[config.mk]
export PLATFORM = sky130hd
export DESIGN_NAME = pig_irq_gen
export DESIGN_NICKNAME = d
export VERILOG_FILES = /design/src/pkg/pig_pkg.sv /design/src/logic/pig_flag_bank.sv /design/src/logic/pig_irq_gen.sv
export SDC_FILE = /design/constraint.sdc
export NUM_CORES = 1
export LEC_CHECK = 0
export BUFFER_PORTS_ARGS = -buffer_cell sky130_fd_sc_hd__buf_4
export CAP_MARGIN = 20
export CORE_ASPECT_RATIO = 1.5
export CORE_MARGIN = 4
export CORE_UTILIZATION = 54
export CTS_CLUSTER_SIZE = 20
export DETAILED_ROUTE_END_ITERATION = 6
export PLACE_DENSITY = 0.86
export SLEW_MARGIN = 10
export SYNTH_ARGS = -nofsm -noshare
export SYNTH_HDL_FRONTEND = slang
export SYNTH_SLANG_ARGS = --single-unit
[constraint.sdc]
create_clock -name ref_clk_i -period 4 [get_ports ref_clk_i]
set_input_delay 0.2 -clock ref_clk_i [delete_from_list [all_inputs] [get_ports ref_clk_i]]
set_output_delay 0.2 -clock ref_clk_i [all_outputs]
set_load 0.01 [all_outputs]
[src/pkg/pig_pkg.sv]
`default_nettype none
package pig_pkg;
    // ----------------------------------------------------------------
    // register map
    // ----------------------------------------------------------------
    localparam int unsigned PIG_ADDR_W = 5;
    localparam logic [4:0]  PIG_OFS_GROUP  = 5'h00;
    localparam logic [4:0]  PIG_OFS_STATUS = 5'h04;
    localparam logic [4:0]  PIG_OFS_STATE  = 5'h08;
    localparam logic [4:0]  PIG_OFS_CONFIG = 5'h0C;
    localparam logic [1:0]  PIG_RESP_OKAY   = 2'h0;
    localparam logic [1:0]  PIG_RESP_SLVERR = 2'h2;
    // ----------------------------------------------------------------
    // field layout
    // ----------------------------------------------------------------
    localparam int unsigned PIG_GRP_W  = 8;
    localparam int unsigned PIG_ST_W   = 11;
    localparam int unsigned PIG_WDC_W  = 5;
    localparam int unsigned PIG_G_SM   = 0;
    localparam int unsigned PIG_G_WD   = 1;
    localparam int unsigned PIG_G_EPM  = 2;
    localparam int unsigned PIG_G_MON  = 3;
    localparam int unsigned PIG_G_TEMP = 4;
    localparam int unsigned PIG_G_OC   = 5;
    localparam int unsigned PIG_G_SPI  = 6;
    localparam int unsigned PIG_G_CFG  = 7;
    localparam int unsigned PIG_S_SM_FAIL = 0;
    localparam int unsigned PIG_S_SM_DONE = 1;
    localparam int unsigned PIG_S_WD      = 2;
    localparam int unsigned PIG_S_EPM     = 3;
    localparam int unsigned PIG_S_MON     = 4;
    localparam int unsigned PIG_S_OTW     = 5;
    localparam int unsigned PIG_S_OTS     = 6;
    localparam int unsigned PIG_S_OC_REF  = 7;
    localparam int unsigned PIG_S_OC_STBY = 8;
    localparam int unsigned PIG_S_SPI     = 9;
    localparam int unsigned PIG_S_CFG_DBE = 10;
    localparam int unsigned PIG_STA_MISSED  = 0;
    localparam int unsigned PIG_STA_LINE    = 1;
    localparam int unsigned PIG_STA_WDC_LSB = 4;
    localparam int unsigned PIG_CFG_THR_LSB = 0;
    localparam int unsigned PIG_CFG_THR_W   = 4;
    localparam int unsigned PIG_CFG_REC_EN  = 8;
    localparam logic [3:0]  PIG_CFG_THR_RST = 4'h4;
    localparam logic        PIG_CFG_REC_RST = 1'b0;
    localparam logic [4:0]  PIG_WD_STEP     = 5'h02;
    localparam logic [4:0]  PIG_WD_MIN_THR  = 5'h02;
    // ----------------------------------------------------------------
    // timing
    // ----------------------------------------------------------------
    localparam int unsigned PIG_CLK_NS      = 20;
    localparam int unsigned PIG_TICK_NS     = 1000;
    localparam int unsigned PIG_TICK_CYC    = (PIG_TICK_NS + PIG_CLK_NS - 1) / PIG_CLK_NS;
    localparam int unsigned PIG_INT_LOW_US  = 100;
    localparam int unsigned PIG_INT_TO_US   = 300;
    localparam int unsigned PIG_INT_HIGH_US = 300;
    localparam int unsigned PIG_INT_LOW_CYC =
        (PIG_INT_LOW_US * 1000 + PIG_CLK_NS - 1) / PIG_CLK_NS;
    localparam int unsigned PIG_INT_TO_CYC  = (PIG_INT_TO_US * 1000) / PIG_CLK_NS;
    localparam int unsigned PIG_INT_HIGH_CYC =
        (PIG_INT_HIGH_US * 1000 + PIG_CLK_NS - 1) / PIG_CLK_NS;
    localparam logic [5:0]  PIG_TICK_LAST  = 6'(PIG_TICK_CYC - 1);
    localparam logic [8:0]  PIG_LOW_TICKS  = 9'(PIG_INT_LOW_CYC / PIG_TICK_CYC);
    localparam logic [8:0]  PIG_TO_TICKS   = 9'(PIG_INT_TO_CYC / PIG_TICK_CYC);
    localparam logic [8:0]  PIG_HIGH_TICKS = 9'(PIG_INT_HIGH_CYC / PIG_TICK_CYC);
    // ----------------------------------------------------------------
    // types and helpers
    // ----------------------------------------------------------------
    typedef enum logic [1:0] {
        PIG_ST_IDLE     = 2'h0,
        PIG_ST_LOW_MIN  = 2'h1,
        PIG_ST_LOW_WAIT = 2'h3,
        PIG_ST_HIGH     = 2'h2
    } pig_state_e;

    function automatic logic [31:0] pig_strb_mask(input logic [3:0] strb);
        pig_strb_mask = {{8{strb[3]}}, {8{strb[2]}}, {8{strb[1]}}, {8{strb[0]}}};
    endfunction
endpackage
`default_nettype wire

[src/logic/pig_flag_bank.sv]
`default_nettype none
module pig_flag_bank
    import pig_pkg::*;
#(
    parameter int unsigned W = 8
) (
    // clock and reset
    input  wire logic         ref_clk_i,
    input  wire logic         rst_b_i,
    // set and clear strobes
    input  wire logic [W-1:0] set_i,
    input  wire logic [W-1:0] clr_i,
    // latched flags
    output logic      [W-1:0] flag_o
);
    for (genvar i = 0; i < W; i++) begin : g_bit
        // set wins so an event in the clearing cycle is kept
        always_ff @(posedge ref_clk_i or negedge rst_b_i) begin
            if (!rst_b_i) begin
                flag_o[i] <= 1'b0;
            end else if (set_i[i]) begin
                flag_o[i] <= 1'b1;
            end else if (clr_i[i]) begin
                flag_o[i] <= 1'b0;
            end
        end
    end
endmodule
`default_nettype wire

[src/logic/pig_irq_gen.sv]
// How it works
// - state machine transition failure or success raises an interrupt request
// - watchdog error requests only if threshold above 2 and not exceeded
// - error pin fault requests only with recovery enabled and delay unexpired
// - monitor, temperature, overcurrent, serial and config errors also request
// - one idle-high interrupt output; sources always enabled, never maskable
// - condition drives the line low for at least 100 us
// - line released once group flags clear, after 100 us, by 300 us
// - uncleared flags hold line low to timeout; missed flag records it
// - missed flag clears whenever the line goes low
// - stale clear leaves line low to timeout; missed flag reports it
// - after release the line stays high at least 300 us
// - events during the high time give a new pulse afterward
// - flags clear only by writing one; writing zero does nothing
// - group flags and detailed status flags, both write-one-to-clear
// - no pulse while the controller reset is held; status still set
// - low timeout halts in the low wait phase while controller reset is held
// - each invalid watchdog trigger adds two to the error counter, saturating at 31
//
// Implementation choices: the register addresses and the AXI4-Lite interface to the registers.
`default_nettype none
module pig_irq_gen
    import pig_pkg::*;
(
    // clock and reset
    input  wire logic                  ref_clk_i,
    input  wire logic                  rst_b_i,
    // interrupt sources
    input  wire logic                  sm_trans_fail_i,
    input  wire logic                  sm_trans_done_i,
    input  wire logic                  wd_invalid_i,
    input  wire logic                  wd_valid_i,
    input  wire logic                  epm_err_i,
    input  wire logic                  epm_recovery_expired_i,
    input  wire logic                  mon_irq_req_i,
    input  wire logic                  otw_i,
    input  wire logic                  ots_i,
    input  wire logic                  oc_ref_i,
    input  wire logic                  oc_stby_i,
    input  wire logic                  spi_err_i,
    input  wire logic                  cfg_dbe_i,
    input  wire logic                  mcu_reset_out_b_i,
    // interrupt line
    output logic                       int_n_o,
    // axi4-lite write
    input  wire logic [PIG_ADDR_W-1:0] s_axi_awaddr_i,
    input  wire logic                  s_axi_awvalid_i,
    output logic                       s_axi_awready_o,
    input  wire logic [31:0]           s_axi_wdata_i,
    input  wire logic [3:0]            s_axi_wstrb_i,
    input  wire logic                  s_axi_wvalid_i,
    output logic                       s_axi_wready_o,
    output logic [1:0]                 s_axi_bresp_o,
    output logic                       s_axi_bvalid_o,
    input  wire logic                  s_axi_bready_i,
    // axi4-lite read
    input  wire logic [PIG_ADDR_W-1:0] s_axi_araddr_i,
    input  wire logic                  s_axi_arvalid_i,
    output logic                       s_axi_arready_o,
    output logic [31:0]                s_axi_rdata_o,
    output logic [1:0]                 s_axi_rresp_o,
    output logic                       s_axi_rvalid_o,
    input  wire logic                  s_axi_rready_i
);
    // ----------------------------------------------------------------
    // declarations
    // ----------------------------------------------------------------
    pig_state_e             state_q, state_d;
    logic [5:0]             presc_q, presc_d;
    logic [8:0]             us_q, us_d;
    logic                   arm_q, arm_d;
    logic                   missed_q, missed_d;
    logic                   int_n_d;
    logic [PIG_WDC_W-1:0]   wdc_q, wdc_d;
    logic [3:0]             thr_q;
    logic                   rec_en_q;
    logic [PIG_GRP_W-1:0]   grp_q, grp_set, grp_clr;
    logic [PIG_ST_W-1:0]    st_q, st_set, st_clr;
    logic                   aw_hold_q, w_hold_q;
    logic [PIG_ADDR_W-1:0]  awaddr_q;
    logic [31:0]            wdata_q, wmask_q;
    wire                    rot_rel = mcu_reset_out_b_i;
    wire                    low_now = (state_q == PIG_ST_LOW_MIN) ||
                                      (state_q == PIG_ST_LOW_WAIT);
    wire                    tick    = (presc_q == PIG_TICK_LAST);
    wire                    run     = !((state_q == PIG_ST_LOW_WAIT) && !rot_rel);
    wire                    to_hit  = run && tick && (us_q == PIG_TO_TICKS - 9'h001);
    wire                    start   = (state_q == PIG_ST_IDLE) &&
                                      (state_d == PIG_ST_LOW_MIN);
    wire                    restart = (state_d != state_q) &&
                                      ((state_d == PIG_ST_LOW_MIN) ||
                                       (state_d == PIG_ST_HIGH));

    // ----------------------------------------------------------------
    // source qualification
    // ----------------------------------------------------------------
    wire [5:0] wdc_after = {1'b0, wdc_q} + {1'b0, PIG_WD_STEP};
    wire       wd_req    = wd_invalid_i && ({1'b0, thr_q} > PIG_WD_MIN_THR) &&
                           (wdc_after <= {2'h0, thr_q});
    wire       epm_req   = epm_err_i && rec_en_q && !epm_recovery_expired_i;

    // done also tells the host that full serial speed is allowed
    assign st_set[PIG_S_SM_FAIL] = sm_trans_fail_i;
    assign st_set[PIG_S_SM_DONE] = sm_trans_done_i;
    assign st_set[PIG_S_WD]      = wd_req;
    assign st_set[PIG_S_EPM]     = epm_req;
    assign st_set[PIG_S_MON]     = mon_irq_req_i;
    assign st_set[PIG_S_OTW]     = otw_i;
    assign st_set[PIG_S_OTS]     = ots_i;
    assign st_set[PIG_S_OC_REF]  = oc_ref_i;
    assign st_set[PIG_S_OC_STBY] = oc_stby_i;
    assign st_set[PIG_S_SPI]     = spi_err_i;
    assign st_set[PIG_S_CFG_DBE] = cfg_dbe_i;

    // no mask stage exists: every source reaches the group level
    // events during controller reset reach the status level only
    wire [PIG_GRP_W-1:0] grp_evt = {
        st_set[PIG_S_CFG_DBE],
        st_set[PIG_S_SPI],
        st_set[PIG_S_OC_REF] | st_set[PIG_S_OC_STBY],
        st_set[PIG_S_OTW] | st_set[PIG_S_OTS],
        st_set[PIG_S_MON],
        st_set[PIG_S_EPM],
        st_set[PIG_S_WD],
        st_set[PIG_S_SM_FAIL] | st_set[PIG_S_SM_DONE]
    };
    assign grp_set = rot_rel ? grp_evt : '0;

    // ----------------------------------------------------------------
    // watchdog error counter
    // ----------------------------------------------------------------
    // invalid wins over valid; saturate rather than wrap
    assign wdc_d = wd_invalid_i ? ((wdc_after[5] || wdc_after[4:0] < wdc_q) ?
                                   5'h1F : wdc_after[4:0]) :
                   (wd_valid_i && wdc_q != 5'h00) ? wdc_q - 5'h01 : wdc_q;

    always_ff @(posedge ref_clk_i or negedge rst_b_i) begin
        if (!rst_b_i) begin
            wdc_q <= 5'h00;
        end else begin
            wdc_q <= wdc_d;
        end
    end

    // ----------------------------------------------------------------
    // flag banks
    // ----------------------------------------------------------------
    wire wr_fire  = aw_hold_q && w_hold_q && !s_axi_bvalid_o;
    wire [31:0] wbits = wdata_q & wmask_q;
    assign grp_clr = (wr_fire && awaddr_q == PIG_OFS_GROUP) ?
                     wbits[PIG_GRP_W-1:0] : '0;
    assign st_clr  = (wr_fire && awaddr_q == PIG_OFS_STATUS) ?
                     wbits[PIG_ST_W-1:0] : '0;

    pig_flag_bank #(.W(PIG_GRP_W)) u_grp (
        .ref_clk_i (ref_clk_i),
        .rst_b_i   (rst_b_i),
        .set_i     (grp_set),
        .clr_i     (grp_clr),
        .flag_o    (grp_q)
    );

    pig_flag_bank #(.W(PIG_ST_W)) u_st (
        .ref_clk_i (ref_clk_i),
        .rst_b_i   (rst_b_i),
        .set_i     (st_set),
        .clr_i     (st_clr),
        .flag_o    (st_q)
    );

    // ----------------------------------------------------------------
    // line sequencer
    // ----------------------------------------------------------------
    wire grp_clean = (grp_q == '0);

    always_comb begin
        state_d = state_q;
        unique case (state_q)
            PIG_ST_IDLE: begin
                if (arm_q && rot_rel) begin
                    state_d = PIG_ST_LOW_MIN;
                end
            end
            PIG_ST_LOW_MIN: begin
                if (tick && us_q == PIG_LOW_TICKS - 9'h001) begin
                    state_d = PIG_ST_LOW_WAIT;
                end
            end
            PIG_ST_LOW_WAIT: begin
                // only groups matter; a stale clear keeps it low
                if (grp_clean || to_hit) begin
                    state_d = PIG_ST_HIGH;
                end
            end
            PIG_ST_HIGH: begin
                if (tick && us_q == PIG_HIGH_TICKS - 9'h001) begin
                    state_d = PIG_ST_IDLE;
                end
            end
        endcase
    end

    // timeout halts while the controller is held in reset during the low wait
    assign presc_d = restart ? 6'h00 : !run ? presc_q :
                     tick ? 6'h00 : presc_q + 6'h01;
    assign us_d    = restart ? 9'h000 : (run && tick) ? us_q + 9'h001 : us_q;

    // events seen while low belong to that pulse or end up as missed
    assign arm_d    = ((|grp_set) && !low_now) || (arm_q && !start);
    assign missed_d = ((state_q == PIG_ST_LOW_WAIT) && to_hit && !grp_clean) ||
                      (missed_q && !start);
    assign int_n_d  = !((state_d == PIG_ST_LOW_MIN) ||
                        (state_d == PIG_ST_LOW_WAIT));

    always_ff @(posedge ref_clk_i or negedge rst_b_i) begin
        if (!rst_b_i) begin
            state_q  <= PIG_ST_IDLE;
            presc_q  <= 6'h00;
            us_q     <= 9'h000;
            arm_q    <= 1'b0;
            missed_q <= 1'b0;
            int_n_o  <= 1'b1;
        end else begin
            state_q  <= state_d;
            presc_q  <= presc_d;
            us_q     <= us_d;
            arm_q    <= arm_d;
            missed_q <= missed_d;
            int_n_o  <= int_n_d;
        end
    end

    // ----------------------------------------------------------------
    // axi4-lite slave
    // ----------------------------------------------------------------
    wire aw_take   = s_axi_awvalid_i && s_axi_awready_o;
    wire w_take    = s_axi_wvalid_i && s_axi_wready_o;
    wire aw_hold_d = aw_take || (aw_hold_q && !wr_fire);
    wire w_hold_d  = w_take || (w_hold_q && !wr_fire);
    wire ar_take   = s_axi_arvalid_i && s_axi_arready_o;
    wire rvalid_d  = ar_take || (s_axi_rvalid_o && !s_axi_rready_i);
    wire bvalid_d  = wr_fire || (s_axi_bvalid_o && !s_axi_bready_i);
    wire [31:0] cfg_word = {23'h0, rec_en_q, 4'h0, thr_q};
    wire [31:0] sta_word = {23'h0, wdc_q, 2'h0, int_n_o, missed_q};
    wire        ar_map   = (s_axi_araddr_i[1:0] == 2'h0) &&
                           (s_axi_araddr_i < 5'h10);
    wire        aw_map   = (awaddr_q[1:0] == 2'h0) && (awaddr_q < 5'h10);
    wire [31:0] rd_word  = (s_axi_araddr_i == PIG_OFS_GROUP)  ? 32'(grp_q) :
                           (s_axi_araddr_i == PIG_OFS_STATUS) ? 32'(st_q)  :
                           (s_axi_araddr_i == PIG_OFS_STATE)  ? sta_word   :
                           (s_axi_araddr_i == PIG_OFS_CONFIG) ? cfg_word   : 32'h0;
    wire        cfg_wr   = wr_fire && awaddr_q == PIG_OFS_CONFIG;

    always_ff @(posedge ref_clk_i or negedge rst_b_i) begin
        if (!rst_b_i) begin
            aw_hold_q       <= 1'b0;
            w_hold_q        <= 1'b0;
            s_axi_awready_o <= 1'b1;
            s_axi_wready_o  <= 1'b1;
            s_axi_bvalid_o  <= 1'b0;
            s_axi_arready_o <= 1'b1;
            s_axi_rvalid_o  <= 1'b0;
        end else begin
            aw_hold_q       <= aw_hold_d;
            w_hold_q        <= w_hold_d;
            s_axi_awready_o <= !aw_hold_d;
            s_axi_wready_o  <= !w_hold_d;
            s_axi_bvalid_o  <= bvalid_d;
            s_axi_arready_o <= !rvalid_d;
            s_axi_rvalid_o  <= rvalid_d;
        end
    end

    always_ff @(posedge ref_clk_i or negedge rst_b_i) begin
        if (!rst_b_i) begin
            awaddr_q      <= 5'h00;
            wdata_q       <= 32'h0;
            wmask_q       <= 32'h0;
            s_axi_bresp_o <= PIG_RESP_OKAY;
            s_axi_rresp_o <= PIG_RESP_OKAY;
            s_axi_rdata_o <= 32'h0;
        end else begin
            if (aw_take) begin
                awaddr_q <= s_axi_awaddr_i;
            end
            if (w_take) begin
                wdata_q <= s_axi_wdata_i;
                wmask_q <= pig_strb_mask(s_axi_wstrb_i);
            end
            if (wr_fire) begin
                s_axi_bresp_o <= aw_map ? PIG_RESP_OKAY : PIG_RESP_SLVERR;
            end
            if (ar_take) begin
                s_axi_rdata_o <= rd_word;
                s_axi_rresp_o <= ar_map ? PIG_RESP_OKAY : PIG_RESP_SLVERR;
            end
        end
    end

    always_ff @(posedge ref_clk_i or negedge rst_b_i) begin
        if (!rst_b_i) begin
            thr_q    <= PIG_CFG_THR_RST;
            rec_en_q <= PIG_CFG_REC_RST;
        end else if (cfg_wr) begin
            thr_q    <= (thr_q & ~wmask_q[3:0]) | wbits[3:0];
            rec_en_q <= wmask_q[PIG_CFG_REC_EN] ? wdata_q[PIG_CFG_REC_EN] : rec_en_q;
        end
    end

    // ----------------------------------------------------------------
    // checks
    // ----------------------------------------------------------------
    localparam int unsigned A_LOW_MIN  = PIG_INT_LOW_CYC;
    localparam int unsigned A_HIGH_MIN = PIG_INT_HIGH_CYC;
    logic [15:0] low_cnt_q, high_cnt_q;

    always_ff @(posedge ref_clk_i or negedge rst_b_i) begin
        if (!rst_b_i) begin
            low_cnt_q  <= 16'h0000;
            high_cnt_q <= 16'hFFFF;
        end else begin
            low_cnt_q  <= int_n_o ? 16'h0000 : low_cnt_q + 16'(low_cnt_q != 16'hFFFF);
            high_cnt_q <= !int_n_o ? 16'h0000 : high_cnt_q + 16'(high_cnt_q != 16'hFFFF);
        end
    end
endmodule
`default_nettype wire

==> results.cfg, run 1 <==
[cts]
clock_sinks = 87
cts_tree = yes
numCtsBuffers = 9
path_clk_slew_ns = 0.07
cts_setup_buffers = 0
cts_root_buf = clkbuf_16
htreeDepth = 3
clockBufferDepth = 2
clock_latency_ns = 0.35

[yosys]
yosysTopAreaCell = dfrtp_1
netlist_area_um2 = 4413
syn_avg_cell_area_um2 = 10.56
synth_common_cells = dfrtp_1 (82), nand2_1 (56), buf_4 (24), nor2_1 (24), mux2_2 (23)
post_synth_fa_ha_maj_area_fraction = 0.04253
ys_seq_area_frac = 0.4948
synth_cells = 418
synth_warnings = 0
synthSimpleGateAreaFrac = 0.1622
synth_flop_cell = dfrtp_1
ys_types = 54
muxShareOfSynthArea = 0.07797
synth_top_area_frac = 0.4650
synth_edf_count = 0
synth_area_leaders = dfrtp_1 (46%), mux2_2 (5.9%), nand2_1 (4.8%), ha_1 (4.3%), buf_4 (4.1%)
synth_compound_area_frac = 0.1287
async_flop_share = 1.000
synthXorXnorAreaFrac = 0.02580
synth_top_family_by_area = simple AND/OR/NAND/NOR gates
ys_ff_latch = 87
synth_most_common_cell = dfrtp_1

[placed_design]
io_buffers = 62
dp_hpwl_um = 6993
gp_congestion = 0.8749

[hold_path]
min_path_type = in -> reg

[die]
initial_utilization = 0.5511
die_x_um = 81.81
fp.dieH_um = 118.7
ios = 109
core_area_um2 = 8008
row_count = 40
die_area_um2 = 9712

[setup_path]
critPathTopFamily = simple AND/OR/NAND/NOR gates
cp_slowest_cell = nor4_1
crit_chain = inv_1 -> ha_1 -> or3b_4 -> nor4_1 -> a21o_1 -> a22oi_1 -> ha_1 -> nor2_1 -> a2bb2oi_1 -> nand3_1 -> a21oi_1
path_class = reg -> reg
crit_path_max_incr_delay_ns = 0.49
required_ns = 4.26
crit_fanout = 12
end_kind = flop
crit_path_start_kind = flop
path_common_cell = ha_1
crit_buf_inv = 1
cp.arrival_ns = 3.39

[global_routing]
grt_pass1_vias = 3422
grt_pass1_wl_um = 16010
antenna_found_initial = 0
grt_max_degree = 88
grt_use_total = 0.2136
grt_remaining_overflow = 0

[power_and_ir_drop]
peakVddDrop_mv = 0.4739
leakage_nw = 2.407
finalPower_mw = 3.151
powerDensity_nw_per_um2 = 599.3

[detailed_routing]
drtPass1Iterations = 4
wl_um = 9478
viasPerCell = 5.600
drc = 0
wl_per_cell_um = 15.98
detailroute.via_count = 3321
first_iter_violations = 159
postRouteAntennaNets = 0

[timing]
fmax_mhz = 318.9
period_share = 0.7839
clock_skew_ns = 0.009187
worstMarginPinSlew_ns = 0.9539
setup_viol = 0
hold_violations = 0
finalSetupTns_ns = 0
slew-limit-headroom = 0.3592
rsz0062_at_grt = no
min_period_ns = 3.136
slew_viol_final = 0

[layout]
drive_gt1_frac = 0.2480
antennaDiodeCount = 0
area_delta_synth_final_pct = 19.14
finalNetCount = 565

[outcome]
status = complete, no violations

[flow_run]
maxCapViolations = 0
worst paths after layout:
| path | endpoint | startpoint | depth (start not counted) | slack [ns] |
|---|---|---|---|---|
| max in group asynchronous | int_n_o$_DFF_PN1_ | rst_b_i | 3 | 3.07 |
| min reg2reg | u_st.flag_o[9]$_DFFE_PN0P_ | u_st.flag_o[9]$_DFFE_PN0P_ | 1 | 0.48 |
| min | u_st.flag_o[9]$_DFFE_PN0P_ | spi_err_i | 2 | 0.05 |
| max reg2reg | us_q[1]$_DFFE_PN0P_ | presc_q[1]$_DFFE_PN0P_ | 11 | 0.86 |
| max | us_q[1]$_DFFE_PN0P_ | presc_q[1]$_DFFE_PN0P_ | 11 | 0.86 |
| min in group asynchronous | awaddr_q[0]$_DFFE_PN0P_ | rst_b_i | 2 | 0.29 |
power by group:
part / internal (mW) / total, mW / switching, mW
Clock: 0.575 / 0.931 / 0.356
Sequential: 1.13 / 1.37 / 0.235
Combinational: 0.420 / 0.854 / 0.433
Total: 2.13 / 3.15 / 1.02
per-stage QoR:
stage            util  hold slack [ns]  setup slack [ns]  instances  area [µm²]
6_report       0.6566          0.04960            0.8644        593        5258
5_1_grt        0.6566          0.05263            0.4821        593        5258
4_1_cts        0.6519          0.03375            0.8368        591        5220
3_5_place_dp   0.6097           0.3985            0.8681        575        4882
3_3_place_gp   0.6097           0.3860            0.9876        575        4882
2_1_floorplan       -         -0.09559             1.137        440        4496
per-layer routing:
layer  vias to the layer above  global-route usage  share of wire
met4                         0              0.1071          0.036
li1                       1569                   -              -
met3                        28             0.04649          0.050
met2                       105              0.3634           0.54
met1                      1619              0.2453           0.37
met5                         -                   0              0
cells by family (layout without fill, tap and decap cells):
kind of cell / after synthesis / in the layout
DFF: 87 / 87
and+or+nand+nor: 141 / 141
buffers and inverters: 53 / 101
muxes: 29 / 29
other: 1 / 23
adders and majority gates: 15 / 15
AOI/OAI and AO/OA: 79 / 79
xor gates and xnor gates: 13 / 13
state kept, by name, indices dropped and copies added, names as in the netlist, 2 cells and up, named ones only:
signal,flops
s_axi_rdata_o,11
u_st.flag_o,11
wdata_q,11
us_q,9
u_grp.flag_o,8
presc_q,6
awaddr_q,5
wdc_q,5
state_q,2
wmask_q,2
placed cells by master (no fill, tap or decap), types with 5 or more instances in the layout:
cell type and instances:
a21o_1 12, o21ai_0 15, clkbuf_16 9, xnor2_1 8
a21oi_1 12, nand3_1 11, conb_1 23, nand2_1 56
a22o_1 16, nor2_1 24, xor2_1 5, nor3_1 13
dfstp_2 5, ha_1 15, and3_1 5, dfrtp_1 82
buf_4 64, mux2_2 23, inv_1 19
area by class of cell:
| cell class | instances | area [µm²] |
|---|---|---|
| fill | 615 | 2750 |
| inverter | 19 | 71.32 |
| clock buffer | 10 | 239.0 |
| timing repair buffer | 66 | 518.0 |
| clock inverter | 6 | 98.84 |
| tap | 105 | 131.4 |
| multi-input combinational | 300 | 2016 |
| sequential | 87 | 2183 |
repair_timing:
item,4_1_cts,5_1_grt
endpoints found under the hold margin,0,20
hold buffers,0,1
resized for setup,0,0
(Power assumes the default switching activity.)
==> inputs of run 2 (changes only) <==
--- a/config.mk
+++ b/config.mk
@@ -9,10 +9,10 @@
 export CAP_MARGIN = 20
 export CORE_ASPECT_RATIO = 1.5
 export CORE_MARGIN = 4
-export CORE_UTILIZATION = 54
+export CORE_UTILIZATION = 48
 export CTS_CLUSTER_SIZE = 20
 export DETAILED_ROUTE_END_ITERATION = 6
-export PLACE_DENSITY = 0.86
+export PLACE_DENSITY = 0.81
 export SLEW_MARGIN = 10
 export SYNTH_ARGS = -nofsm -noshare
 export SYNTH_HDL_FRONTEND = slang
==> constraint.sdc (replaced) <==
create_clock -name ref_clk_i -period 2.69 [get_ports ref_clk_i]
set_input_delay 0.1345 -clock ref_clk_i [delete_from_list [all_inputs] [get_ports ref_clk_i]]
set_output_delay 0.1345 -clock ref_clk_i [all_outputs]
set_load 0.01 [all_outputs]
==> results.cfg, run 2 (same netlist as run 1, synthesis figures left out) <==
[placed_design]
io_buffers = 62
dp_hpwl_um = 7015
gp_congestion = 0.8259
placed_cell_area_um2 = 4956
dpl_worst_slack_ns = -0.08560

[die]
ios = 109
die_x_um = 86.29
die_area_um2 = 10820
initial_utilization = 0.4969
fp.dieH_um = 125.4
core_area_um2 = 8881
row_count = 42

[cts]
clockBufferDepth = 2
cts_root_buf = clkbuf_16
htreeDepth = 3
cts_tree = yes
path_clk_slew_ns = 0.07
clock_sinks = 87
numCtsBuffers = 9
clock_latency_ns = 0.35

[hold_path]
min_path_type = in -> reg
min_to = u_st.flag_o[1]$_DFFE_PN0P_
hold_depth = 2
hold_path.startpoint = sm_trans_done_i

[setup_path]
r2r_start = u_grp.flag_o[2]$_DFFE_PN0P_
crit_fanout = 12
path_class = reg -> reg
cp.arrival_ns = 2.92
r2r_end = us_q[1]$_DFFE_PN0P_
crit_path_start_kind = flop
cp-startpoint = u_grp.flag_o[2]$_DFFE_PN0P_
reg2reg_depth = 10
end_kind = flop
required_ns = 2.95
r2r_slack_ns = 0.03

[layout]
layout_commonest_cell = dfrtp_1
area_delta_synth_final_pct = 24.53
final_util = 0.6188
antennaDiodeCount = 0
finalNetCount = 581
final_cell_mix = dfrtp_1 (82), buf_4 (70), nand2_1 (56)
stdcell_area_um2 = 5495
reg.largest.list = s_axi_rdata_o (11), u_st.flag_o (11), wdata_q (11)
drive_gt1_frac = 0.2679

[outcome]
status = complete, no violations

[timing]
fin_ws_ns = 0.03489
clock_skew_ns = 0.008016
slew-limit-headroom = 0.5210
hold_violations = 0
fmax_mhz = 376.6
period_share = 0.9870
fin_hold_ws_ns = 0.01310
slew_viol_final = 0
setup_viol = 0
min_period_ns = 2.655
worstMarginPinSlew_ns = 0.7158
rsz0062_at_grt = yes

[global_routing]
grt_pass1_vias = 3511
antenna_found_initial = 0
grt_pass1_wl_um = 16500
grt_max_degree = 88
grt_remaining_overflow = 0
grt_use_total = 0.1921

[power_and_ir_drop]
leakage_nw = 2.507
powerDensity_nw_per_um2 = 860.9
peakVddDrop_mv = 0.6113
finalPower_mw = 4.731

[detailed_routing]
detailroute.via_count = 3393
drc = 0
wl_per_cell_um = 16.38
drtPass1Iterations = 4
first_iter_violations = 150
postRouteAntennaNets = 0
wl_um = 10060
viasPerCell = 5.526

[flow_run]
maxCapViolations = 0
==> run 2: worst max-delay path by stage <==
stage / end / slack, ns / depth (start not counted)
3_3_place_gp: us_q[4]$_DFFE_PN0P_ / 0.06 / 12
5_1_grt: us_q[5]$_DFFE_PN0P_ / -0.08 / 12
2_1_floorplan: us_q[4]$_DFFE_PN0P_ / 0.03 / 12
6_report: us_q[1]$_DFFE_PN0P_ / 0.03 / 10
4_1_cts: us_q[1]$_DFFE_PN0P_ / 0.02 / 12
3_5_place_dp: us_q[5]$_DFFE_PN0P_ / -0.09 / 12
==> run 2: routing by layer <==
| metal | wire [µm] | vias up | global-route usage |
|---|---|---|---|
| met5 | 0 | - | 0 |
| met4 | 357 | 0 | 0.09725 |
| met3 | 560 | 34 | 0.03621 |
| met2 | 5324 | 110 | 0.3308 |
| met1 | 3816 | 1655 | 0.2244 |
| li1 | - | 1594 | - |
==> run 2: where the power goes <==
group	total (mW)	internal, mW	switching, mW
sequential	2.01	1.68	0.331
combinational	1.30	0.649	0.651
clock	1.42	0.909	0.507
total	4.73	3.24	1.49
==> run 2: worst max-delay path, stage by stage, from the launching register on <==
cell,delay [ns]
dfrtp_1,0.41
or4_1,0.52
nor2_1,0.32
nor2_1,0.08
o2bb2ai_1,0.22
ha_4,0.36
nor2_1,0.07
a2bb2oi_2,0.19
nand3_2,0.12
buf_12,0.17
a21oi_1,0.12
==> run 2: metrics by stage <==
stage | instances | setup TNS (ns)
3_3_place_gp | 585 | 0
3_5_place_dp | 585 | -0.9696
2_1_floorplan | 440 | 0
4_1_cts | 610 | 0
5_1_grt | 614 | -0.9668
6_report | 614 | 0
==> run 2: area by class of cell <==
type / count / area, µm²
Clock buffer: 11 / 232.7
Clock inverter: 5 / 106.4
Fill cell: 704 / 3386
Inverter: 19 / 71.32
Multi-Input combinational cell: 300 / 2091
Sequential cell: 87 / 2183
Tap cell: 110 / 137.6
Timing Repair Buffer: 82 / 673.1
==> run 2: repair_timing <==
action / in CTS / in global routing
gates resized for setup: 2 / 7
endpoints found under the setup margin: 12 / 14
hold endpoints to repair: 9 / 31
pin swaps: 1 / 8
setup buffers: 0 / 2
hold buffers: 9 / 1
